## config.mk

```make
export PLATFORM = sky130hd
export DESIGN_NAME = pss_status_words
export DESIGN_NICKNAME = d
export VERILOG_FILES = /design/src/core/pss_pkg.sv /design/src/core/pss_status_words.sv
export SDC_FILE = /design/constraint.sdc
export NUM_CORES = 1
export LEC_CHECK = 0
export BUFFER_PORTS_ARGS = -buffer_cell sky130_fd_sc_hd__buf_2
export CAP_MARGIN = 40
export CORE_ASPECT_RATIO = 1.5
export CORE_MARGIN = 2
export CORE_UTILIZATION = 63
export DETAILED_ROUTE_END_ITERATION = 16
export PLACE_DENSITY = 0.82
export SLEW_MARGIN = 20
export SYNTH_ARGS = -nofsm -noshare
export SYNTH_HDL_FRONTEND = slang
export SYNTH_SLANG_ARGS = --single-unit
```

## constraint.sdc

```tcl
create_clock -name clk_sys -period 4.3 [get_ports clk_sys]
set_clock_uncertainty 0.2 [all_clocks]
set_input_delay 0.215 -clock clk_sys [delete_from_list [all_inputs] [get_ports clk_sys]]
set_output_delay 0.215 -clock clk_sys [all_outputs]
set_load 0.03 [all_outputs]
```

## src/core/pss_pkg.sv

```systemverilog
// package for the controller system status word bank
package pss_pkg;
   // register indices as printed; byte address is four times the index
   localparam logic [7:0] IDX_ALLOC = 8'h16;
   localparam logic [7:0] IDX_PWROFF = 8'h17;
   localparam logic [7:0] IDX_ERRCODE = 8'h18;
   localparam logic [7:0] IDX_TRACE = 8'h19;
   localparam logic [7:0] IDX_MAXCYC = 8'h1a;
   localparam logic [7:0] IDX_CURCYC = 8'h1b;
   localparam logic [7:0] IDX_LIMIT = 8'h1c;
   localparam logic [7:0] IDX_MONSET = 8'h1d;
   localparam logic [7:0] IDX_IRQSTAT = 8'h1e;
   localparam logic [7:0] IDX_IRQMASK = 8'h1f;
   localparam logic [7:0] IDX_CTRL = 8'h20;
   // error-word and trace-word bit positions
   localparam int BIT_PWRUP_ERR = 0;
   localparam int BIT_START_ERR = 1;
   localparam int BIT_RUN_ERR = 2;
   localparam int BIT_LONG_CYC = 5;
   localparam int BIT_SAMPLE_START = 15;
   // bus error codes
   localparam logic [7:0] CODE_OUT_BASE = 8'h80;
   localparam logic [7:0] CODE_SLOT1 = 8'hf0;
   localparam logic [7:0] CODE_SLOT2 = 8'hf1;
   localparam logic [7:0] CODE_TERM = 8'hff;
   // bus error kinds
   typedef enum logic [2:0] {
      BE_IN = 3'b000,
      BE_OUT = 3'b001,
      BE_SLOT1 = 3'b010,
      BE_SLOT2 = 3'b011,
      BE_TERM = 3'b100
   } pss_buserr_t;
   // monitoring-time settings
   typedef enum logic [1:0] {
      MON_DEFAULT = 2'b00,
      MON_10MS = 2'b01,
      MON_100MS = 2'b10,
      MON_1S = 2'b11
   } pss_mon_t;
   // cycle time units in microseconds
   localparam int UNIT_FINE_US = 100;
   localparam int UNIT_MID_US = 1000;
   localparam int UNIT_COARSE_US = 10000;
   localparam int CLK_MHZ = 20;
   localparam int TICK_FINE = UNIT_FINE_US * CLK_MHZ;
   localparam int TICK_MID = UNIT_MID_US * CLK_MHZ;
   localparam int TICK_COARSE = UNIT_COARSE_US * CLK_MHZ;
   localparam logic [15:0] BCD_ZERO = 16'h0000;
   localparam logic [15:0] BCD_MAX = 16'h9999;
   localparam logic [4:0] IRQ_RESET = 5'h00;
endpackage : pss_pkg

```

## src/core/pss_status_words.sv

```systemverilog
// system status word bank with apb slave and interrupt
//
// Implementation choice: the APB slave port.
`timescale 1ns/1ps
module pss_status_words #(
   parameter int TICK_FINE_P = pss_pkg::TICK_FINE,
   parameter int TICK_MID_P = pss_pkg::TICK_MID,
   parameter int TICK_COARSE_P = pss_pkg::TICK_COARSE
) (
   input wire logic clk_sys,
   input wire logic nrst,
   input wire logic psel,
   input wire logic penable,
   input wire logic pwrite,
   input wire logic [11:0] paddr,
   input wire logic [31:0] pwdata,
   input wire logic [3:0] pstrb,
   output logic [31:0] prdata,
   output logic pready,
   output logic pslverr,
   input wire logic allocValid,
   input wire logic [3:0] inWordCount,
   input wire logic [3:0] outWordCount,
   input wire logic unitOverErr,
   input wire logic powerOffEvent,
   input wire logic pwrupSetErr,
   input wire logic startSetErr,
   input wire logic runSetErr,
   input wire logic portPeriphChg,
   input wire logic portSerialChg,
   input wire logic busErr,
   input wire pss_pkg::pss_buserr_t busErrKind,
   input wire logic [3:0] busErrWord,
   input wire logic running,
   input wire logic scanEnd,
   input wire logic [6:0] traceIn,
   output logic irq
);
   import pss_pkg::*;

   logic [7:0] inAlloc_ff, outAlloc_ff;
   logic [15:0] pwrOff_ff, maxCyc_ff, curCyc_ff, limit_ff, cycCnt_ff;
   logic [5:0] errFlags_ff;
   logic [7:0] errCode_ff;
   logic [15:0] trace_ff;
   pss_mon_t monSet_ff;
   logic [4:0] irqStat_ff, irqMask_ff;
   logic sampleStart_ff;
   logic [17:0] tickCnt_ff;
   logic unitTick;
   logic [17:0] tickLimit;
   logic wrEn, rdEn, mapped;
   logic [7:0] idx;
   logic [4:0] events;

   function automatic logic [7:0] bin2bcd(input logic [3:0] v);
      bin2bcd = (v > 4'd9) ? {4'h1, v - 4'd10} : {4'h0, v};
   endfunction : bin2bcd

   function automatic logic [15:0] bcdInc(input logic [15:0] v);
      logic [15:0] r;
      r = v;
      if (v == BCD_MAX) begin
         r = BCD_ZERO;
      end else if (v[3:0] != 4'h9) begin
         r[3:0] = v[3:0] + 4'h1;
      end else if (v[7:4] != 4'h9) begin
         r[7:0] = {v[7:4] + 4'h1, 4'h0};
      end else if (v[11:8] != 4'h9) begin
         r[11:0] = {v[11:8] + 4'h1, 8'h00};
      end else begin
         r = {v[15:12] + 4'h1, 12'h000};
      end
      bcdInc = r;
   endfunction : bcdInc

   ////////////////////////////////////////////////////////////////////////////
   // apb decode: zero-wait slave, unmapped answers pslverr
   assign idx = paddr[9:2];
   assign mapped = (idx >= IDX_ALLOC) && (idx <= IDX_CTRL);
   // a write lands only at the access edge, where pready is seen high
   assign wrEn = psel && penable && pwrite && mapped && pready;
   assign rdEn = psel && !penable;

   always_ff @(posedge clk_sys) begin
      if (!nrst) begin
         pready <= 1'b0;
         pslverr <= 1'b0;
      end else begin
         pready <= psel && !penable;
         pslverr <= psel && !penable && !mapped;
      end
   end

   always_ff @(posedge clk_sys) begin
      if (!nrst) begin
         prdata <= 32'h0000_0000;
      end else if (rdEn) begin
         unique case (idx)
            IDX_ALLOC: prdata <= {16'h0000, outAlloc_ff, inAlloc_ff};
            IDX_PWROFF: prdata <= {16'h0000, pwrOff_ff};
            IDX_ERRCODE: prdata <= {16'h0000, errCode_ff, 2'b00, errFlags_ff};
            IDX_TRACE: prdata <= {16'h0000, sampleStart_ff, trace_ff[14:0]};
            IDX_MAXCYC: prdata <= {16'h0000, maxCyc_ff};
            IDX_CURCYC: prdata <= {16'h0000, curCyc_ff};
            IDX_LIMIT: prdata <= {16'h0000, limit_ff};
            IDX_MONSET: prdata <= {30'h0000_0000, monSet_ff};
            IDX_IRQSTAT: prdata <= {27'h000_0000, irqStat_ff};
            IDX_IRQMASK: prdata <= {27'h000_0000, irqMask_ff};
            default: prdata <= 32'h0000_0000;
         endcase
      end
   end

   ////////////////////////////////////////////////////////////////////////////
   // word allocation
   always_ff @(posedge clk_sys) begin
      if (!nrst) begin
         inAlloc_ff <= 8'h00;
         outAlloc_ff <= 8'h00;
      end else if (unitOverErr) begin
         inAlloc_ff <= 8'h00;
         outAlloc_ff <= 8'h00;
      end else if (allocValid) begin
         inAlloc_ff <= bin2bcd(inWordCount);
         outAlloc_ff <= bin2bcd(outWordCount);
      end
   end

   ////////////////////////////////////////////////////////////////////////////
   // power-off counter; an event in the clear cycle still counts from zero
   always_ff @(posedge clk_sys) begin
      if (!nrst) begin
         pwrOff_ff <= BCD_ZERO;
      end else if (wrEn && idx == IDX_PWROFF && pwdata[15:0] == BCD_ZERO
                   && pstrb[1:0] == 2'b11) begin
         pwrOff_ff <= powerOffEvent ? bcdInc(BCD_ZERO) : BCD_ZERO;
      end else if (powerOffEvent) begin
         pwrOff_ff <= bcdInc(pwrOff_ff);
      end
   end

   ////////////////////////////////////////////////////////////////////////////
   // settings and bus error word; flags 0-4 are live levels from the scan logic, the long-cycle flag updates only at scan end
   always_ff @(posedge clk_sys) begin
      if (!nrst) begin
         errFlags_ff <= 6'h00;
      end else begin
         errFlags_ff[BIT_PWRUP_ERR] <= pwrupSetErr;
         errFlags_ff[BIT_START_ERR] <= startSetErr;
         errFlags_ff[BIT_RUN_ERR] <= runSetErr;
         errFlags_ff[3] <= portPeriphChg;
         errFlags_ff[4] <= portSerialChg;
         if (scanEnd) begin
            errFlags_ff[BIT_LONG_CYC] <= cycCnt_ff > limit_ff;
         end
      end
   end

   always_ff @(posedge clk_sys) begin
      if (!nrst) begin
         errCode_ff <= 8'h00;
      end else if (busErr) begin
         unique case (busErrKind)
            BE_IN: errCode_ff <= bin2bcd(busErrWord);
            BE_OUT: errCode_ff <= CODE_OUT_BASE | bin2bcd(busErrWord);
            BE_SLOT1: errCode_ff <= CODE_SLOT1;
            BE_SLOT2: errCode_ff <= CODE_SLOT2;
            BE_TERM: errCode_ff <= CODE_TERM;
            default: errCode_ff <= errCode_ff;
         endcase
      end
   end

   ////////////////////////////////////////////////////////////////////////////
   // trace word: bit 15 is written by any apb write to the trace index with pstrb[1] set
   always_ff @(posedge clk_sys) begin
      if (!nrst) begin
         trace_ff <= 16'h0000;
         sampleStart_ff <= 1'b0;
      end else begin
         trace_ff <= {1'b0, traceIn[6:4], 3'b000, traceIn[3], 8'h00};
         if (wrEn && idx == IDX_TRACE && pstrb[1]) begin
            sampleStart_ff <= pwdata[BIT_SAMPLE_START];
         end
      end
   end

   ////////////////////////////////////////////////////////////////////////////
   // settings registers
   always_ff @(posedge clk_sys) begin
      if (!nrst) begin
         limit_ff <= BCD_MAX;
         monSet_ff <= MON_DEFAULT;
         irqMask_ff <= IRQ_RESET;
      end else if (wrEn) begin
         if (idx == IDX_LIMIT && pstrb[1:0] == 2'b11) limit_ff <= pwdata[15:0];
         if (idx == IDX_MONSET && pstrb[0]) monSet_ff <= pss_mon_t'(pwdata[1:0]);
         if (idx == IDX_IRQMASK && pstrb[0]) irqMask_ff <= pwdata[4:0];
      end
   end

   ////////////////////////////////////////////////////////////////////////////
   // cycle time measurement; unit tick divider follows monitoring setting
   always_comb begin
      unique case (monSet_ff)
         MON_100MS: tickLimit = 18'(TICK_MID_P - 1);
         MON_1S: tickLimit = 18'(TICK_COARSE_P - 1);
         default: tickLimit = 18'(TICK_FINE_P - 1);
      endcase
   end
   assign unitTick = running && (tickCnt_ff >= tickLimit);

   always_ff @(posedge clk_sys) begin
      if (!nrst) begin
         tickCnt_ff <= 18'h00000;
      end else if (!running || scanEnd || unitTick) begin
         tickCnt_ff <= 18'h00000;
      end else begin
         tickCnt_ff <= tickCnt_ff + 18'h00001;
      end
   end

   // saturating counter at 9999 avoids wrap into a false short cycle
   always_ff @(posedge clk_sys) begin
      if (!nrst) begin
         cycCnt_ff <= BCD_ZERO;
      end else if (scanEnd) begin
         cycCnt_ff <= BCD_ZERO;
      end else if (unitTick && cycCnt_ff != BCD_MAX) begin
         cycCnt_ff <= bcdInc(cycCnt_ff);
      end
   end

   always_ff @(posedge clk_sys) begin
      if (!nrst) begin
         curCyc_ff <= BCD_ZERO;
         maxCyc_ff <= BCD_ZERO;
      end else if (running && scanEnd) begin
         curCyc_ff <= cycCnt_ff;
         if (cycCnt_ff > maxCyc_ff) maxCyc_ff <= cycCnt_ff;
      end
      // no clear when running drops: value held
   end

   ////////////////////////////////////////////////////////////////////////////
   // interrupts: bus error, long cycle, run/start/power-up setting errors
   assign events = {busErr,
                    scanEnd && (cycCnt_ff > limit_ff),
                    runSetErr && !errFlags_ff[BIT_RUN_ERR],
                    startSetErr && !errFlags_ff[BIT_START_ERR],
                    pwrupSetErr && !errFlags_ff[BIT_PWRUP_ERR]};

   always_ff @(posedge clk_sys) begin
      if (!nrst) begin
         irqStat_ff <= IRQ_RESET;
      end else begin
         // set beats a simultaneous write-one clear
         if (wrEn && idx == IDX_IRQSTAT && pstrb[0]) begin
            irqStat_ff <= (irqStat_ff & ~pwdata[4:0]) | events;
         end else begin
            irqStat_ff <= irqStat_ff | events;
         end
      end
   end

   always_ff @(posedge clk_sys) begin
      if (!nrst) begin
         irq <= 1'b0;
      end else begin
         irq <= |(irqStat_ff & irqMask_ff);
      end
   end
endmodule : pss_status_words

```

Word level (Yosys, flattened, before mapping)
Index checks and enable logic that the tools add are counted.

word-level totals
  register bits = 180
  input bits = 86
  word-level logic and storage cells = 159

operators by class
  $add $sub $neg = 12
  magnitude comparators = 8
  eq/ne operators = 32
  multiplexer cells = 24
  bitwise gates (word level) = 6
  reductions and logical operators = 51

operators with widths
  kind                                                             count
  16-bit one-hot mux with 10 select lines                          1
  8-bit by 5-bit == test with 1-bit output, second input constant  10
  16-bit 2-to-1 mux                                                4
  12-bit 2-to-1 mux                                                4
  8-bit one-hot mux with 5 select lines                            1
  18-bit one-hot mux with 2 select lines                           1
  4-bit by 1-bit adder with 4-bit output, second input constant    8
  16-bit == test, second input constant                            2
  16-bit > comparator                                              2
  8-bit 2-to-1 mux                                                 4
  1-bit logical AND                                                24
  4-bit != test, second input constant                             6
  5-bit 2-to-1 mux                                                 4
  18-bit by 1-bit adder with 18-bit output, second input constant  1
  18-bit >= comparator                                             1
  16-bit zero test                                                 1
  4-bit 2-to-1 mux                                                 4
  16-bit != test, second input constant                            1
  2-bit AND reduction                                              7
  4-bit > comparator, second input constant                        3
  4-bit subtractor, second input constant                          3
  5-bit AND                                                        2
  5-bit bitwise OR                                                 2
  3-bit != test, second input constant                             3
  19 further kinds                                                 34

Depth between registers and ports, before layout
Gate-level depths: netlist (run 1).

  depth after elaboration = 9
  depth in mapped cells = 10
  mapped depth without buffers = 9

Least setup slack after synthesis (run 1)
No wires, ideal clock.

  path kind = register -> register
  start point = reg monSet_ff[1]
  end point = reg cycCnt_ff[11]
  data arrival time = 2.109 ns
  required time = 3.983 ns
  slack = 1.874 ns
  stages on the path, launching flop included = 9
  clock period less this slack = 2.426 ns
  cell sequence = dfxtp_1 nand2_1 ha_1 nand4b_2 nor4_4 a22oi_4 a21oi_2 o21ai_1 a32o_1

on the way
  word-level cells in the longest chain between the ends = 6
  elaborated cells between the ends (all ways) = 7
  classes of those cells = order compare: 1; eq/ne: 2; mux: 1; reduce/logical: 3

ends and longest elaborated chain
  what                                        RTL line                 source
  from (decl)                                 pss_status_words.sv:46   pss_mon_t monSet_ff;
  from (signal assigned)                      pss_status_words.sv:198  if (idx == IDX_MONSET && pstrb[0]) monSet_ff <= pss_mon_t'(pwdata[1:0]);
  2-bit == test                               pss_status_words.sv:206  unique case (monSet_ff)
  18-bit one-hot mux with 2 select lines (*)  pss_status_words.sv:206
  18-bit >= comparator (*)                    pss_status_words.sv:212  assign unitTick = running && (tickCnt_ff >= tickLimit);
  1-bit logical AND (*)                       pss_status_words.sv:212
  1-bit logical AND (*)                       pss_status_words.sv:230  end else if (unitTick && cycCnt_ff != BCD_MAX) begin
  3-bit AND reduction (no source line) (*)    --
  to (signal assigned)                        pss_status_words.sv:231  cycCnt_ff <= bcdInc(cycCnt_ff);
  to (decl)                                   pss_status_words.sv:42   logic [15:0] pwrOff_ff, maxCyc_ff, curCyc_ff, limit_ff, cycCnt_ff;

Every way passes the cells marked *; elsewhere a longest branch is shown, timed or not.
A chain may end at the register's enable or synchronous reset.

Final worst setup path (run 1)
  start point = reg monSet_ff[1]
  end point = reg cycCnt_ff[7]

on the way
  word-level cells in the longest chain between the ends = 6
  elaborated cells between the ends (all ways) = 7
  classes of those cells = order compare: 1; eq/ne: 2; mux: 1; reduce/logical: 3

ends and longest elaborated chain
  what                                        RTL line
  2-bit == test                               pss_status_words.sv:206
  18-bit one-hot mux with 2 select lines (*)  pss_status_words.sv:206
  18-bit >= comparator (*)                    pss_status_words.sv:212
  1-bit logical AND (*)                       pss_status_words.sv:212
  1-bit logical AND (*)                       pss_status_words.sv:230
  2-bit AND reduction (no source line) (*)    --

Marked as above.

==> results of run 1 <==
-- logic make-up (layout without fill, tap and decap cells) --
family          Yosys count  count (layout)
other cells               1              16
xor+xnor                 24              24
fa+ha+maj                62              62
compound gates          200             200
simple gates            386             386
buf+inv                 119             225
flops                   157             157
mux                      67              67
-- stage by stage --
stage	worst slack, ns	hold slack, ns	std cells	cell area (um^2)
after floorplan	1.87	0.132	1031	8790
after global placement	1.30	0.220	1219	9130
after detailed placement	1.22	0.225	1219	9130
after CTS	1.19	0.0116	1298	10200
after global routing	1.04	0.0422	1299	10200
final	1.19	0.0166	1299	10200
-- synth_stat cells, types with 4 or more instances --
cell,n
sky130_fd_sc_hd__a22oi_1,5
sky130_fd_sc_hd__buf_2,11
sky130_fd_sc_hd__o211ai_1,12
sky130_fd_sc_hd__nor2b_1,10
sky130_fd_sc_hd__a21o_1,6
sky130_fd_sc_hd__nor2_1,87
sky130_fd_sc_hd__mux2_2,6
sky130_fd_sc_hd__and3_1,12
sky130_fd_sc_hd__ha_1,62
sky130_fd_sc_hd__buf_4,20
sky130_fd_sc_hd__nand4_1,14
sky130_fd_sc_hd__a21oi_1,62
sky130_fd_sc_hd__nor3_1,19
sky130_fd_sc_hd__xor2_1,17
sky130_fd_sc_hd__and3b_1,7
sky130_fd_sc_hd__dfxtp_1,157
sky130_fd_sc_hd__a22o_1,8
sky130_fd_sc_hd__a211oi_1,4
sky130_fd_sc_hd__a222oi_1,6
sky130_fd_sc_hd__and2_1,16
sky130_fd_sc_hd__clkbuf_1,28
sky130_fd_sc_hd__a221oi_1,10
sky130_fd_sc_hd__xnor2_1,7
sky130_fd_sc_hd__nand2b_1,17
sky130_fd_sc_hd__nand2_1,145
sky130_fd_sc_hd__or3_1,4
sky130_fd_sc_hd__inv_1,57
sky130_fd_sc_hd__nand3_1,23
sky130_fd_sc_hd__a31oi_1,5
sky130_fd_sc_hd__o31ai_1,4
sky130_fd_sc_hd__mux2i_1,59
sky130_fd_sc_hd__o21ai_0,37
-- routing by layer --
layer	vias up	routed length (um)
met1	3828	8940
met5	-	0
met4	0	2030
li1	3768	-
met3	128	1680
met2	398	12400
-- state kept, by name (all words and copies together), names as in the netlist --
name            cells
tickCnt_ff         18
curCyc_ff          16
cycCnt_ff          16
limit_ff           16
maxCyc_ff          16
prdata             16
pwrOff_ff          16
errCode_ff          7
errFlags_ff         6
inAlloc_ff          5
irqMask_ff          5
irqStat_ff          5
outAlloc_ff         5
trace_ff            4
monSet_ff           2
irq                 1
pready              1
pslverr             1
sampleStart_ff      1
-- cell type report --
class | instances | area, um^2
clock buffer | 19 | 453
fill | 960 | 3360
multi-input combinational | 755 | 5100
clock inverter | 13 | 106
timing repair buffer | 136 | 945
inverter | 57 | 214
sequential | 157 | 3140
tap | 162 | 203
-- worst paths after layout --
path | from | to | slack, ns | depth (start not counted)
worst min register to register | prdata[4]$_SDFFE_PN0P_ | prdata[4]$_SDFFE_PN0P_ | 0.25 | 2
worst max register to register | monSet_ff[1]$_SDFFE_PN0P_ | cycCnt_ff[7]$_SDFFE_PP0P_ | 1.19 | 8
worst min-delay path | powerOffEvent | pwrOff_ff[0]$_SDFFE_PN0P_ | 0.02 | 3
worst max-delay path | monSet_ff[1]$_SDFFE_PN0P_ | cycCnt_ff[7]$_SDFFE_PP0P_ | 1.19 | 8
-- worst reg2reg max path: cells and delay by family, from the launching register on --
family	cells	cell delay (ns)
adder cells (fa/ha/maj)	1	0.40
flip-flops	1	0.49
AO/OA/AOI/OAI	3	0.80
AND/OR/NAND/NOR	4	1.14
-- cells in the final DEF (no fill, tap or decap), types with 8 or more instances in the layout --
cell,n
sky130_fd_sc_hd__dfxtp_1,157
sky130_fd_sc_hd__nand2_1,145
sky130_fd_sc_hd__nor2_1,87
sky130_fd_sc_hd__buf_2,79
sky130_fd_sc_hd__a21oi_1,62
sky130_fd_sc_hd__ha_1,62
sky130_fd_sc_hd__mux2i_1,59
sky130_fd_sc_hd__inv_1,57
sky130_fd_sc_hd__dlygate4sd3_1,47
sky130_fd_sc_hd__o21ai_0,37
sky130_fd_sc_hd__nand3_1,23
sky130_fd_sc_hd__nor3_1,19
sky130_fd_sc_hd__nand2b_1,17
sky130_fd_sc_hd__xor2_1,17
sky130_fd_sc_hd__clkbuf_16,17
sky130_fd_sc_hd__and2_1,16
sky130_fd_sc_hd__conb_1,16
sky130_fd_sc_hd__nand4_1,14
sky130_fd_sc_hd__o211ai_1,12
sky130_fd_sc_hd__and3_1,12
sky130_fd_sc_hd__a221oi_1,10
sky130_fd_sc_hd__nor2b_1,10
sky130_fd_sc_hd__buf_4,9
sky130_fd_sc_hd__a22o_1,8
-- where the power goes --
part / switching [mW] / total, mW / internal [mW]
registers: 0.0173 / 1.49 / 1.47
clock network: 0.652 / 1.43 / 0.781
logic: 0.150 / 0.246 / 0.0957
-- timing repair --
action | CTS | global route
hold buffers | 47 | 0
endpoints found under the hold margin | 53 | 0
resized for setup | 0 | 0
==> implementation parameters, run 1 <==
Parameter                              Value

Setup path
  Worst-path fanout max ... 12
  Critical-path cell list ... nand2_1 -> ha_1 -> nand4b_2 -> nor4_4 -> a22oi_4 -> a21boi_2 -> or3b_1 -> a21oi_1
  Worst setup path category ... reg -> reg
  Slowest cell on crit path ... sky130_fd_sc_hd__dfxtp_1
  Critical Path AT ... between 3 and 4 ns
  CP top delay family ... simple AND/OR/NAND/NOR gates
  Slowest Stage Delay on Critical Path ... between 0.4 and 0.5 ns
  Crit path launch type ... register
  Buffer and inverter count on the worst path ... 0
  Required time of the critical path ... approximately 4.5 ns
  Element type at the critical path end ... register

Die
  Ports ... about 120
  Number of rows in the core area ... 52
  Die Span X ... roughly 100 um
  Initial Utilization ... roughly 65%
  Standard cell core area ... roughly 0.014 mm^2
  Die Outline Area ... between 0.01 and 0.015 mm^2
  Die extent in y ... 148 um

Yosys
  Mapped Avg Cell Area ... roughly 8.6 um^2
  Number of different library cells in the post-synthesis netlist ... 84
  Post-Syn Instances ... 1016
  Area fraction in compound gates after synthesis ... approximately 16%
  Count of warnings emitted by yosys ... 0
  Area fraction in and, or, nand and nor cells after synthesis ... about 22%
  Largest area contributor in the synthesized netlist ... sky130_fd_sc_hd__dfxtp_1
  Number of register bits inferred by synthesis ... 157
  Fraction of synthesis flops using an asynchronous set or reset pin ... 0%
  Sequential-to-total area share from yosys stat ... 36.0%
  Post-Synth XOR/XNOR Area ... about 2.4%
  Biggest area contributors in the synthesized netlist ... sky130_fd_sc_hd__dfxtp_1, sky130_fd_sc_hd__ha_1, sky130_fd_sc_hd__mux2i_1
  Mapped Area ... slightly below 0.009 mm^2
  EDFF count, synth ... 0
  Main combinational cell family by area after synthesis ... simple AND/OR/NAND/NOR gates
  Share of cell area taken by muxes after synthesis ... 8.05%
  Main flop type after synthesis ... sky130_fd_sc_hd__dfxtp_1
  Post-synthesis share of cell area spent on full adders, half adders and majority gates ... 8.88%
  Share of Yosys cell area claimed by the top area cell type ... a little over a third

Power and ir drop
  Leakage power figure ... about 4.1 nW
  Final Total Pwr ... about 3.2 mW
  Power per Cell Area ... 312 mW/mm^2
  Maximum vdd drop ... 0.000242 V

Cells and area
  Layout cell share with drive strength beyond 1 ... approximately 15%
  Fin util ... around three quarters
  Area growth from synthesis to layout ... 16.4%
  Antenna Diode Count ... 0
  Total number of nets in the final design ... about 1300

Timing
  Setup total negative slack ... 0 ns
  Final hold violation count ... 0
  Pin slew with the least headroom to its limit ... roughly 0.83 ns
  Clock period minus worst slack ... between 3 and 4 ns
  RSZ-0062 raised after global routing ... no
  Highest achievable clock rate ... 0.321 GHz
  Final period util ... approximately 72%
  Max_slew headroom ... 44.0%
  # setup viols final ... 0
  Max Transition Viols Final ... 0

CTS
  TritonCTS clock tree ... yes
  Number of CTS-inserted buffers ... 17
  Clk slew on worst S/H paths ... about 0.070 ns
  Latest clock arrival within the worst-skew pair ... 0.43 ns
  CTS sink cnt ... 157
  Root buf cell ... sky130_fd_sc_hd__clkbuf_16
  Deepest clock path buffer count ... 2
  Setup repair bufs after CTS ... 0
  H-tree levels ... 4

GRT
  Routing usage on met1 ... 35.2%
  Number of global-route vias before repair ... slightly below 8000
  Met3 Usage GRT ... approximately 7.1%
  Met2 usage in global routing ... 58.3%
  Global route overflow ... 0
  Initial antenna violation count ... 0
  Global-route wire length before repair ... between 30 and 40 mm
  Maximum number of pins on one net before global-route repair ... 62
  Total global routing track utilization ... 33.9%
  Highest-utilization routing layer at the global route stage ... met2

Placement
  DP Wirelength ... 17.1 mm
  Number of buffers added on ports ... between 70 and 80
  Routability congestion estimate from global placement ... between 0.9 and 1

Route
  DRC violation count after routing ... 0
  First-iteration detailed-routing DRC count ... 640
  Routed length per instance ... roughly 19 um
  Remaining antenna violation count after routing ... 0
  Per-cell via count in the routed design ... roughly 6.3
  Count of vias placed by the detailed router ... slightly above 8000
  DRT Wirelength ... ~25 mm
  Number of iterations in the first detailed-routing pass ... 7

Worst hold path
  Hold Path Class ... in -> reg

Run status
  Outcome ... finished clean

Run
  Count of maximum capacitance violations ... 0
Power figures use the tool's default switching activity.
==> run 2, diff against run 1 <==
--- a/config.mk
+++ b/config.mk
@@ -5,13 +5,14 @@
 export SDC_FILE = /design/constraint.sdc
 export NUM_CORES = 1
 export LEC_CHECK = 0
+export ABC_AREA = 1
 export BUFFER_PORTS_ARGS = -buffer_cell sky130_fd_sc_hd__buf_2
 export CAP_MARGIN = 40
 export CORE_ASPECT_RATIO = 1.5
 export CORE_MARGIN = 2
-export CORE_UTILIZATION = 63
+export CORE_UTILIZATION = 53
 export DETAILED_ROUTE_END_ITERATION = 16
-export PLACE_DENSITY = 0.82
+export PLACE_DENSITY = 0.73
 export SLEW_MARGIN = 20
 export SYNTH_ARGS = -nofsm -noshare
 export SYNTH_HDL_FRONTEND = slang
==> constraint.sdc (replaced) <==
create_clock -name clk_sys -period 2.8 [get_ports clk_sys]
set_clock_uncertainty 0.2 [all_clocks]
set_input_delay 0.14 -clock clk_sys [delete_from_list [all_inputs] [get_ports clk_sys]]
set_output_delay 0.14 -clock clk_sys [all_outputs]
set_load 0.03 [all_outputs]
==> run 2 against run 1 <==
  * Synthesized cell count grew 24%
  * Sequential cell count unchanged
  * Synthesized area increased by 1.3%
  * Final cell count rose by 26%
  * Critical path type is now in -> reg
  * Largest cell class unchanged
  * Highest routed layer unchanged
==> implementation parameters, run 2 <==
Parameter                              Value

Run status
  Outcome ... finished clean

Timing
  Pin slew with the least headroom to its limit ... 0.683 ns
  Setup total negative slack ... 0 ns
  Final hold slack ... about 0.063 ns
  RSZ-0062 raised after global routing ... no
  Post-route setup slack ... between 0.15 and 0.2 ns
  Final period util ... a little over nine tenths
  Final hold violation count ... 0
  Max Transition Viols Final ... 0
  Max_slew headroom ... between 50% and 60%
  Clock period minus worst slack ... roughly 2.6 ns
  # setup viols final ... 0
  Highest achievable clock rate ... approximately 0.38 GHz

Yosys
  Fraction of synthesis flops using an asynchronous set or reset pin ... 0%
  Share of Yosys cell area claimed by the top area cell type ... approximately 36%
  EDFF count, synth ... 0
  Post-Syn Instances ... 1262
  Most frequently used cell type in the post-synthesis netlist ... sky130_fd_sc_hd__nand2_1
  Most instantiated cells after synthesis ... sky130_fd_sc_hd__nand2_1, sky130_fd_sc_hd__dfxtp_1, sky130_fd_sc_hd__inv_1
  Biggest area contributors in the synthesized netlist ... sky130_fd_sc_hd__dfxtp_1, sky130_fd_sc_hd__nand2_1, sky130_fd_sc_hd__ha_1
  Number of different library cells in the post-synthesis netlist ... 57
  Sequential-to-total area share from yosys stat ... a little over a third
  Largest area contributor in the synthesized netlist ... sky130_fd_sc_hd__dfxtp_1
  Number of register bits inferred by synthesis ... approximately 160
  Count of warnings emitted by yosys ... 0
  Main flop type after synthesis ... sky130_fd_sc_hd__dfxtp_1
  Mapped Area ... between 0.008 and 0.009 mm^2
  Mapped Avg Cell Area ... roughly 7 um^2

Cells and area
  Count of filler cells inserted in the layout ... around 1400
  Highest-count cells in the layout ignoring fill and taps ... sky130_fd_sc_hd__nand2_1, sky130_fd_sc_hd__dfxtp_1, sky130_fd_sc_hd__inv_1, sky130_fd_sc_hd__nor2_1, sky130_fd_sc_hd__a21oi_1
  Area growth from synthesis to layout ... 20.6%
  Leading cell type in the layout, fill and taps excluded ... sky130_fd_sc_hd__nand2_1
  Total number of nets in the final design ... around 1600
  Post-route cell area ... 0.0107 mm^2
  Register bank with the most flops ... tickCnt_ff
  Flip-flop count of the largest register, all copies and words added ... 18
  Sequential cell area ... about 0.0031 mm^2
  Final standard cell count with taps included and fillers excluded ... roughly 1600
  Multi-input combinational cell area ... 0.00488 mm^2
  Fin util ... 65.6%
  Layout cell share with drive strength beyond 1 ... 12.3%
  Antenna Diode Count ... 0

GRT
  Global route overflow ... 0
  Global-route wire length before repair ... a little over 40 mm
  Maximum number of pins on one net before global-route repair ... 66
  Total global routing track utilization ... a little under a third
  Number of global-route vias before repair ... ~8500
  Initial antenna violation count ... 0

Setup path
  Reg-to-reg startpoint ... monSet_ff[1]$_SDFFE_PN0P_
  Worst setup path category ... in -> reg
  Crit path launch type ... primary input
  Required time of the critical path ... a little under 3 ns
  Worst-path fanout max ... 6
  Endpoint of the lowest-slack register-to-register path ... tickCnt_ff[15]$_SDFF_PP0_
  Register-to-register setup slack ... between 0.2 and 0.25 ns
  Critical Path AT ... 2.77 ns
  Element type at the critical path end ... register
  Capture point of the critical path ... irqStat_ff[2]$_SDFF_PN0_
  Startpoint of the most critical setup path ... paddr[7]
  Path depth of the worst reg2reg path ... 12

CTS
  TritonCTS clock tree ... yes
  H-tree levels ... 4
  Deepest clock path buffer count ... 2
  CTS sink cnt ... between 150 and 200
  Number of CTS-inserted buffers ... 17
  Setup repair bufs after CTS ... 0
  Latest clock arrival within the worst-skew pair ... between 0.4 and 0.5 ns
  Clk slew on worst S/H paths ... roughly 0.070 ns
  Root buf cell ... sky130_fd_sc_hd__clkbuf_16

Route
  Number of iterations in the first detailed-routing pass ... 6
  First-iteration detailed-routing DRC count ... roughly 570
  Remaining antenna violation count after routing ... 0
  Routed length per instance ... 16.2 um
  DRT Wirelength ... 26.3 mm
  Count of vias placed by the detailed router ... a little under 9000
  DRC violation count after routing ... 0
  Per-cell via count in the routed design ... around 5.5

Placement
  Placement-stage worst setup slack ... about 0.28 ns
  Number of buffers added on ports ... between 70 and 80
  Routability congestion estimate from global placement ... 0.981
  DP Wirelength ... about 19 mm
  Cell Count Post-Placement ... around 1500
  Post-DP Area ... 0.00944 mm^2

Die
  Number of rows in the core area ... between 50 and 60
  Die Outline Area ... 0.0178 mm^2
  Ports ... ~120
  Die Span X ... approximately 110 um
  Standard cell core area ... ~0.016 mm^2
  Die extent in y ... 162 um
  Initial Utilization ... 54.4%

Power and ir drop
  Maximum vdd drop ... just over 0.0004 V
  Final Total Pwr ... ~5.4 mW
  Leakage power figure ... 4.81 nW
  Power per Cell Area ... around 500 mW/mm^2

Worst hold path
  Hold Path Class ... in -> reg

Run
  Count of maximum capacitance violations ... 0
## run 2: critical path: stages
cell                            delay [ns]
sky130_fd_sc_hd__dlygate4sd3_1        0.53
sky130_fd_sc_hd__buf_2                0.11
sky130_fd_sc_hd__nor3_1               0.05
sky130_fd_sc_hd__dlygate4sd3_1        0.55
sky130_fd_sc_hd__o21ai_1              0.16
sky130_fd_sc_hd__nand3_4              0.21
sky130_fd_sc_hd__nor2_4               0.21
sky130_fd_sc_hd__nand3_1              0.09
sky130_fd_sc_hd__dlygate4sd3_1        0.56
sky130_fd_sc_hd__nand3_1              0.06
sky130_fd_sc_hd__o21ai_0              0.09
## run 2: per-layer routing
metal	GRT usage, %	share of wire [%]	vias up
li1	-	-	4408
met1	32.2	38	4136
met2	54.7	51	299
met3	5.26	4.8	84
met4	18.0	6.1	0
met5	0	0	-
## run 2: worst min path at each step
stage	startpoint	end	slack, ns	cells after the start
after global placement	traceIn[6]	trace_ff[14]$_SDFF_PN0_	0.12	3
after floorplan	portPeriphChg	errFlags_ff[3]$_SDFF_PN0_	0.04	2
after CTS	psel	prdata[4]$_SDFFE_PN0P_	0.05	6
after detailed placement	traceIn[3]	trace_ff[8]$_SDFF_PN0_	0.13	3
final	psel	prdata[1]$_SDFFE_PN0P_	0.06	6
after global routing	psel	prdata[1]$_SDFFE_PN0P_	0.09	6
## run 2: repair_timing
action                    in CTS  in global routing
resized for setup              0                  0
hold endpoints to repair      77                  0
hold buffers                  68                  0
## run 2: area by class of cell
class	count	share of cell area, %
clock buffer	19	4.06
clock inverter	12	1.16
inverter	164	5.84
multi-input combinational	909	45.7
sequential	157	29.4
tap	206	2.41
timing repair buffer	164	11.4
## run 2: logic make-up (layout without fill, tap and decap cells)
group / Yosys count / count (layout) / synth area share [%]
other: 1 / 16 / 0.0424
DFF: 157 / 157 / 35.5
xor gates and xnor gates: 15 / 15 / 1.48
adders and majority gates: 62 / 62 / 8.77
buffers and inverters: 211 / 359 / 10.0
and+or+nand+nor: 559 / 559 / 28.2
AOI/OAI and AO/OA: 257 / 257 / 15.9
## run 2: power breakdown
part	internal (mW)	switching [mW]	total (mW)
Clock	1.30	0.946	2.24
Sequential	2.30	0.0410	2.34
Combinational	0.291	0.480	0.771
